**src/rtl/adlpf_pkg.sv**
```systemverilog
// Package for the decimating low-pass filter: timing counts, scaling,
// saturation limits, settling figures and the run/sleep states.
// Assumes one master clock; every rate in the filter is a fixed count of it.
package adlpf_pkg;

   // ---------------------------------------------------------------
   // Clock-count timing
   // ---------------------------------------------------------------
   localparam int unsigned CNT_W = 10;
   localparam logic [CNT_W-1:0] FILT_CYC_LAST = 10'h3ff;   // 1024 clocks per filter cycle
   localparam logic [7:0] SAMPLE_LAST = 8'hff;             // 256 clocks per modulator sample
   localparam logic [5:0] CAP_LAST = 6'h3f;                // 64 clocks per capacitor phase
   localparam int unsigned CORNER_DIV = 409600;            // Master clock / corner frequency
   localparam int unsigned SAMPLE_DIV = 256;
   localparam int unsigned OSR = CORNER_DIV / (2 * SAMPLE_DIV); // 800

   // ---------------------------------------------------------------
   // Datapath widths and scaling
   // ---------------------------------------------------------------
   localparam int unsigned ACC_W = 9;                      // 0..256 ones per sample
   localparam int unsigned DW = 32;                        // Pole state, headroom above 20 bits
   localparam int unsigned OUT_W = 20;
   localparam int unsigned NARROW_SHIFT = 4;               // 20-bit to 16-bit word
   localparam logic [ACC_W-1:0] ZERO_CNT = 9'h010;         // Ones density at zero scale
   localparam logic signed [14:0] IN_GAIN = 15'sh1249;     // 2^20 / 224 counts of span
   localparam int unsigned POLES = 6;
   // Per-pole coefficient in Q16: six equal poles give a near-Gaussian shape
   // whose overall -3 dB point sits at sample rate / 1600.
   localparam logic signed [11:0] POLE_K = 12'sh2e1;
   localparam int unsigned K_SHIFT = 16;
   localparam logic signed [DW-1:0] FS_CODE = 32'sh0010_0000;  // First code above full scale
   localparam logic [OUT_W-1:0] ALL_ONES = 20'hfffff;
   localparam logic [OUT_W-1:0] ALL_ZEROS = 20'h00000;
   localparam logic [15:0] ALL_ONES16 = 16'hffff;

   // ---------------------------------------------------------------
   // Settling in filter cycles to half an LSB
   // ---------------------------------------------------------------
   localparam int unsigned SETTLE_W = 9;
   localparam logic [SETTLE_W-1:0] SETTLE16 = 9'h1ef;      // 495
   localparam logic [SETTLE_W-1:0] SETTLE20 = 9'h1fb;      // 507

   // ---------------------------------------------------------------
   // Run state, one-hot
   // ---------------------------------------------------------------
   typedef enum logic [1:0] {
      ADLPF_ASLEEP = 2'b01,
      ADLPF_RUN = 2'b10
   } adlpf_mode_t;

endpackage

```
**src/rtl/adlpf_pole.sv**
```systemverilog
// One real pole of the cascade: y += K * (x - y), updated on en.
// Assumes en is a single-cycle strobe at the modulator sample rate.
`timescale 1ns/100ps
module adlpf_pole
   import adlpf_pkg::*;
(
   // Clock and reset
   input wire logic ref_clk_in,
   input wire logic sys_rst_in,
   // Control
   input wire logic en_in,
   input wire logic clr_in,
   // Data
   input wire logic signed [DW-1:0] x_in,
   output logic signed [DW-1:0] y_out
);

   typedef struct packed {
      logic signed [DW-1:0] y;
   } adlpf_pole_st_t;

   adlpf_pole_st_t st_reg;
   adlpf_pole_st_t st_next;
   logic signed [DW:0] diff;
   logic signed [DW+12:0] prod;

   // ---------------------------------------------------------------
   // Pole update
   // ---------------------------------------------------------------
   // Wide product keeps the fractional step; shift truncates toward -inf
   always_comb begin
      st_next = st_reg;
      diff = (DW+1)'(x_in) - (DW+1)'(st_reg.y);
      prod = (DW+13)'(diff) * (DW+13)'(POLE_K);
      if (clr_in) begin
         st_next.y = '0;
      end else if (en_in) begin
         st_next.y = st_reg.y + DW'(prod >>> K_SHIFT);
      end
   end

   always_ff @(posedge ref_clk_in) begin
      if (sys_rst_in) begin
         st_reg <= '0;
      end else begin
         st_reg <= st_next;
      end
   end

   assign y_out = st_reg.y;

endmodule // adlpf_pole

```
**src/rtl/adlpf_filter.sv**
```systemverilog
// Decimating low-pass filter behind a one-bit charge-balance modulator.
// Assumes the modulator bit, sleep and width pins are asynchronous and
// that ref_clk_in is the master clock from which all rates derive.
//
// Contract
// - Corner frequency equals master clock divided by 409,600.
// - At 4.096 MHz: 10 Hz corner, output updated at 4 kHz.
// - Corner and update rate scale with clock; all timing is counts.
// - Response is a six-pole Gaussian-like low-pass.
// - Datapath headroom handles excursions 100 mV beyond full scale.
// - Results above full scale saturate to all ones.
// - Modulator samples at clock/256; no rejection near its multiples.
// - Oversampling ratio 800 against twice the corner; noise to 0.035.
// - Full-scale step settles in 495 (16-bit) or 507 (20-bit) cycles.
// - Step overshoot at most about 0.25 LSB16 or 4 LSB20.
// - Every update delivers a fresh full-width word; words are correlated.
// - Results below zero scale saturate to all zeroes.
// - Sample capacitor switches between buffer and pin every 64 clocks.
// - After wake, allow settling before trusting output; keep coefficients.
`timescale 1ns/100ps
module adlpf_filter
   import adlpf_pkg::*;
(
   // Clock and reset
   input wire logic ref_clk_in,
   input wire logic sys_rst_in,
   // Modulator and pins
   input wire logic mod_bit_in,
   input wire logic sleep_n_in,
   input wire logic wide_in,
   // Analog switch control
   output logic cap_to_pin_out,
   output logic sample_strobe_out,
   // Result word
   output logic [OUT_W-1:0] data_out,
   output logic data_valid_out,
   output logic settled_out
);

   typedef struct packed {
      logic [1:0] mod_sync;
      logic [1:0] sleep_sync;
      logic [1:0] wide_sync;
      adlpf_mode_t mode;
      logic [CNT_W-1:0] clk_cnt;
      logic [ACC_W-1:0] ones_acc;
      logic signed [DW-1:0] x;
      logic strobe;
      logic cap_phase;
      logic [OUT_W-1:0] word;
      logic valid;
      logic [SETTLE_W-1:0] settle_cnt;
      logic settled;
   } adlpf_st_t;

   adlpf_st_t st_reg;
   adlpf_st_t st_next;
   logic signed [DW-1:0] chain [0:POLES];
   logic run;
   logic [ACC_W-1:0] sample_cnt;
   logic signed [ACC_W:0] centred;
   logic [SETTLE_W-1:0] settle_lim;

   // ---------------------------------------------------------------
   // Saturating output conversion
   // ---------------------------------------------------------------
   // Clamp is applied only to the filtered value, so noise beyond
   // full scale is averaged first rather than clipped at the input
   function automatic logic [OUT_W-1:0] sat_word(input logic signed [DW-1:0] y,
                                                 input logic wide);
      logic signed [DW-1:0] n;
      n = y >>> NARROW_SHIFT;
      if (y < 0) begin
         sat_word = ALL_ZEROS;
      end else if (y >= FS_CODE) begin
         sat_word = wide ? ALL_ONES : OUT_W'(ALL_ONES16);
      end else if (wide) begin
         sat_word = y[OUT_W-1:0];
      end else begin
         sat_word = OUT_W'(n[15:0]);
      end
   endfunction

   // ---------------------------------------------------------------
   // Six-pole cascade
   // ---------------------------------------------------------------
   assign chain[0] = st_reg.x;
   assign run = (st_reg.mode == ADLPF_RUN);

   generate
      for (genvar i = 0; i < POLES; i++) begin : g_pole
         adlpf_pole u_pole (
            .ref_clk_in(ref_clk_in),
            .sys_rst_in(sys_rst_in),
            .en_in(st_reg.strobe & run),
            .clr_in(~run),
            .x_in(chain[i]),
            .y_out(chain[i+1])
         );
      end
   endgenerate

   // ---------------------------------------------------------------
   // Sequencing, decimation and output
   // ---------------------------------------------------------------
   always_comb begin
      st_next = st_reg;
      st_next.mod_sync = {st_reg.mod_sync[0], mod_bit_in};
      st_next.sleep_sync = {st_reg.sleep_sync[0], sleep_n_in};
      st_next.wide_sync = {st_reg.wide_sync[0], wide_in};
      st_next.strobe = 1'b0;
      st_next.valid = 1'b0;
      sample_cnt = st_reg.ones_acc + ACC_W'(st_reg.mod_sync[1]);
      centred = $signed({1'b0, sample_cnt}) - $signed({1'b0, ZERO_CNT});
      settle_lim = st_reg.wide_sync[1] ? SETTLE20 : SETTLE16;
      case (st_reg.mode)
         ADLPF_ASLEEP: begin
            // Counters restart so wake-up is aligned to a fresh filter cycle
            st_next.clk_cnt = '0;
            st_next.ones_acc = '0;
            st_next.cap_phase = 1'b0;
            st_next.settle_cnt = '0;
            st_next.settled = 1'b0;
            if (st_reg.sleep_sync[1]) begin
               st_next.mode = ADLPF_RUN;
            end
         end
         ADLPF_RUN: begin
            st_next.clk_cnt = st_reg.clk_cnt + CNT_W'(1);
            st_next.ones_acc = sample_cnt;
            if (st_reg.clk_cnt[5:0] == CAP_LAST) begin
               st_next.cap_phase = ~st_reg.cap_phase;
            end
            if (st_reg.clk_cnt[7:0] == SAMPLE_LAST) begin
               // One modulator sample per 256 clocks feeds the cascade
               st_next.ones_acc = '0;
               st_next.strobe = 1'b1;
               st_next.x = DW'((DW)'(centred) * (DW)'(IN_GAIN));
            end
            if (st_reg.clk_cnt == FILT_CYC_LAST) begin
               // Four samples per output word: 1600 samples per corner period
               st_next.word = sat_word(chain[POLES], st_reg.wide_sync[1]);
               st_next.valid = 1'b1;
               // Ordered compare: a width change after settling must not run the count on and wrap it
               if (st_reg.settle_cnt < settle_lim) begin
                  st_next.settle_cnt = st_reg.settle_cnt + SETTLE_W'(1);
               end
            end
            st_next.settled = (st_reg.settle_cnt >= settle_lim);
            if (!st_reg.sleep_sync[1]) begin
               st_next.mode = ADLPF_ASLEEP;
            end
         end
         default: begin
            st_next.mode = ADLPF_ASLEEP;
         end
      endcase
   end

   always_ff @(posedge ref_clk_in) begin
      if (sys_rst_in) begin
         st_reg <= '0;
         st_reg.mode <= ADLPF_ASLEEP;
      end else begin
         st_reg <= st_next;
      end
   end

   // ---------------------------------------------------------------
   // Outputs, all from flip-flops
   // ---------------------------------------------------------------
   assign cap_to_pin_out = st_reg.cap_phase;
   assign sample_strobe_out = st_reg.strobe;
   assign data_out = st_reg.word;
   assign data_valid_out = st_reg.valid;
   assign settled_out = st_reg.settled;

endmodule // adlpf_filter

```
**config.mk**
```make
export PLATFORM = sky130hd
export DESIGN_NAME = adlpf_filter
export DESIGN_NICKNAME = d
export VERILOG_FILES = /design/src/rtl/adlpf_pkg.sv /design/src/rtl/adlpf_pole.sv /design/src/rtl/adlpf_filter.sv
export SDC_FILE = /design/constraint.sdc
export NUM_CORES = 2
export LEC_CHECK = 0
export BUFFER_PORTS_ARGS = -buffer_cell sky130_fd_sc_hd__buf_2
export CAP_MARGIN = 10
export CORE_MARGIN = 4
export CORE_UTILIZATION = 61
export CTS_CLUSTER_SIZE = 25
export DETAILED_ROUTE_END_ITERATION = 16
export MAX_ROUTING_LAYER = met4
export PLACE_DENSITY = 0.85
export SYNTH_ARGS = -nofsm -noshare
export SYNTH_HDL_FRONTEND = slang
export SYNTH_SLANG_ARGS = --single-unit
```
**constraint.sdc**
```tcl
create_clock -name ref_clk_in -period 8.6 [get_ports ref_clk_in]
set_input_delay 2.15 -clock ref_clk_in [delete_from_list [all_inputs] [get_ports ref_clk_in]]
set_output_delay 2.15 -clock ref_clk_in [all_outputs]
set_load 0.005 [all_outputs]
```
==> results of run 1 <==
[routing by layer]
layer / global-route usage [%] / GRT overflow
met1: 72.1 / 4
met3: 68.3 / 23
met2: 86.9 / 30
met4: 73.6 / 29
met5: - / -
[metrics by stage]
stage	TNS, ns	hold slack [ns]
CTS	-19.30	0.449
detailed placement	-49.38	0.434
global placement	-19.88	0.427
floorplan	-1.25	0.414
[cell families after synthesis]
family | count (synthesis) | share of synthesized area (%)
AND/OR/NAND/NOR | 1517 | 12.0
buffers and inverters | 1100 | 7.10
multiplexers | 169 | 2.87
XOR/XNOR | 645 | 9.55
AO/OA/AOI/OAI | 1594 | 17.6
flip-flops | 276 | 9.29
adder cells (fa/ha/maj) | 1691 | 41.6
[cells in the mapped netlist (all sizes together), types with 12 or more instances]
cell type	number
nand2	283
nor4	13
o21ai	252
ha	1218
mux2	13
inv	972
dfxtp	276
o2111ai	16
or2	24
o31a	16
nand3b	13
o21a	103
buf	45
o31ai	29
nand2b	73
clkbuf	83
nand3	109
xor2	298
xnor2	345
o21bai	69
and3	51
nor3	116
mux2i	156
a21oi	477
a2111oi	18
a21o	317
o311ai	12
a211o	21
or3	29
nor2	591
a31oi	37
nor2b	84
and2	39
a211oi	61
nand4	49
fa	473
a21boi	20
o211ai	34
[what timing repair did]
action / in CTS
pin swaps: 534
cloned: 0
resized for setup: 776
endpoints found under the setup margin: 103
setup buffers: 217
==> flow_summary.ini, run 1 <==
[clocking]
htreeDepth = 2
cts_hold_buffers = 0
cts-buffers-inserted = 38
cts_buffer_depth = 3
root_buffer = clkbuf_16
clock-sinks = 276

[synthesis]
syn_area_um2 = 59500
yosys_warnings = 0
synth_seq_cells = 276
syn_area_per_cell_um2 = 8.50
synth.distinct_cells = 93
synth_edf_count = 0
post_synth_inst_count = 6992
ys_dominant_reg_cell = dfxtp_1
async_flop_share_pct = 0
yosysTopAreaCellShare_pct = 25.6
post-synth-top-area-cell = ha_1
synth.area.top_cells = ha_1, fa_1, dfxtp_1
synthesis.nets = 8688
seq_area_frac_synth_pct = 9.29

[placed_design]
place_inst = 9746
placed_cell_area_um2 = 73600
place_ws_ns = -1.32
place_congestion = 0.968
port_buffers = 28
hpwl_um = 150000

[global_route]
grt_remaining_overflow = 86
grt_max_degree = 145
grt_usage_pct = 75.8

[die]
start_util_pct = 61.5
io_pins = 29
row_count = 114
fp.dieH_um = 320
die_width_um = 320

[outcome]
error_line = [ERROR GRT-0232] Routing congestion too high. Check the congestion heatmap in the GUI.
status = stopped before the end
stop_stage = global routing
==> inputs of run 2 (changes only) <==
Settings changed: CORE_UTILIZATION 61 to 40, CTS_CLUSTER_SIZE 25 to unset, MAX_ROUTING_LAYER met4 to unset, PLACE_DENSITY 0.85 to unset, PLACE_DENSITY_LB_ADDON set to 0.15.
Clock period 8.6 ns to 11.18 ns, I/O delays scaled along.
==> flow_summary.ini, run 2 <==
[worst_setup_path]
end_kind = register
critPathLaunchType = register
r2r_slack_ns = 0.67
path_buf_inv = 4
crit_type = register to register
cp_max_fo = 6
worstPathArrival_ns = 11.05
critPathRequiredTime_ns = 11.72
cpMaxStageDelayCell = ha_1
critPathTopFamily = compound AO/OA/AOI/OAI gates
critical_path.max_stage_delay_ns = 0.52

[synthesis]
synthTopCellsByCount = ha_1, inv_1, nor2_1
synth.distinct_cells = 93
synth_most_common_cell = ha_1
ys_dominant_reg_cell = dfxtp_1
syn_area_um2 = 59500
synth.area.top_cells = ha_1, fa_1, dfxtp_1
seq_area_frac_synth_pct = 9.29
yosysTopAreaCellShare_pct = 25.6
syn_area_per_cell_um2 = 8.50
post-synth-top-area-cell = ha_1
synth_edf_count = 0
synthesis.nets = 8688
async_flop_share_pct = 0
post_synth_inst_count = 6992
synth_seq_cells = 276
yosys_warnings = 0

[layout]
layout-drive-gt1-share_pct = 3.92
seqCellArea_um2 = 5530
largest_reg_flops = 192
fin_nets = 8700
area_growth_pct = 6.92
fillers = 14700
multi_input_area_um2 = 49900
diodes = 0
final_cell_mix = ha_1, inv_1, nor2_1
layout_commonest_cell = ha_1

[job]
cap_violations = 0

[sta]
min_period_over_period_pct = 94.0
worstMarginPinSlew_ns = 1.21
final_max_slew_viol_count = 0
slew_headroom_pct = 19.3
finClkSkew_ns = 0.0414
period_minus_slack_ns = 10.51
setup_viol = 0
hold_viol = 0
max_freq_ghz = 0.0951
fin_tns_setup_ns = 0

[global_route]
grt_pass1_wl_um = 242000
grt_remaining_overflow = 0
grt_pass1_vias = 46700
antenna_found_initial = 0
grt_max_degree = 144
grt_usage_pct = 18.7

[clocking]
root_buffer = clkbuf_16
cts.clk_slew.worst_paths_ns = 0.06
clock_latency_ns = 0.64
cts-buffers-inserted = 41
cts_buffer_depth = 3
clock-sinks = 276
htreeDepth = 2
cts_tree = yes

[placed_design]
port_buffers = 28
hpwl_um = 124000
place_congestion = 0.867

[drt]
finalWirelength_um = 146000
routed-via-count = 46600
ant_nets = 0
dr.pass1.iters = 5
dr.first_iter.drc_count = 2094
wire_per_inst_um = 16.3
viasPerCell = 5.20
drcViolationCount = 0

[hold_path]
hold_class = register to register

[power_and_ir_drop]
total_leakage_power_nw = 35.7
powerDensity_nw_per_um2 = 37.2
ir_drop_mv = 0.118
power_mw = 2.36

[die]
io_pins = 29
fp.dieH_um = 394
row_count = 141
dieArea_um2 = 155000
core-area_um2 = 148000
start_util_pct = 40.3
die_width_um = 394

[outcome]
status = complete, no violations
run 2: cell counts after synthesis:
Identical to the previous run, type by type.
run 2: cell type report:
type	count	share of cell area, %
Timing Repair Buffer	97	1.06
Multi-Input combinational cell	5616	78.5
Tap cell	1930	3.80
Inverter	972	5.74
Clock inverter	24	0.362
Clock buffer	51	1.82
Sequential cell	276	8.70
run 2: report_power, final:
group	total (mW)	internal, mW	leakage [nW]	switching [mW]
clock network	1.35	0.787	0.681	0.566
registers	0.987	0.985	2.23	0.00208
logic	0.0219	0.00690	32.8	0.0150
total	2.36	1.78	35.7	0.583
run 2: kinds of logic (layout without fill, tap and decap cells):
kind of cell	Yosys count	after routing	synth area share (%)
fa+ha+maj	1691	1691	41.6
compound gates	1594	1594	17.6
simple gates	1517	1517	12.0
buf+inv	1100	1144	7.10
xor+xnor	645	645	9.55
flops	276	276	9.29
mux	169	169	2.87
run 2: repair_timing:
action,in CTS,in global routing
resized for setup,0,38
setup buffers,0,1
hold buffers,0,0
endpoints found under the setup margin,0,22
hold endpoints to repair,0,0
run 2: worst reg2reg max path, delay by kind of cell, from the launching register on:
kind                       cells  cell delay (ns)
and+or+nand+nor                5             0.97
muxes                          2             0.37
buffers and inverters          4             0.45
DFF                            1             0.46
adders and majority gates      8             3.02
xor gates and xnor gates       3             0.62
AOI/OAI and AO/OA             22             4.56
run 2: worst paths after layout:
path / start / endpoint / cells after the start
worst max-delay path: g_pole[3].u_pole.y_out[5]$_SDFFE_PP0P_ / g_pole[3].u_pole.y_out[31]$_SDFFE_PP0P_ / 44
worst min-delay path: st_next[87]$_SDFF_PP0_ / st_reg[87]$_SDFF_PP0_ / 1
worst max register to register: g_pole[3].u_pole.y_out[5]$_SDFFE_PP0P_ / g_pole[3].u_pole.y_out[31]$_SDFFE_PP0P_ / 44
worst min register to register: st_next[87]$_SDFF_PP0_ / st_reg[87]$_SDFF_PP0_ / 1
run 2: metrics by stage:
step	setup slack, ns	hold slack, ns	area (um^2)	utilization [%]	instances
floorplan	1.70	0.414	59500	-	6992
global placement	0.447	0.423	62000	42.0	8890
detailed placement	0.314	0.431	62000	42.0	8890
CTS	0.227	0.445	63400	42.9	8965
global route	-0.0513	0.466	63600	43.0	8966
finish	0.668	0.441	63600	43.0	8966
run 2: per-layer routing:
layer  routed length (um)  vias to the layer above  GRT usage, %
met4                 3150                        0          3.88
met2                66600                      411          31.4
met1                73100                    21900          26.3
met3                 3270                      126          1.64
li1                     -                    24100             -
met5                    0                        -             0
(Power assumes the default switching activity.)
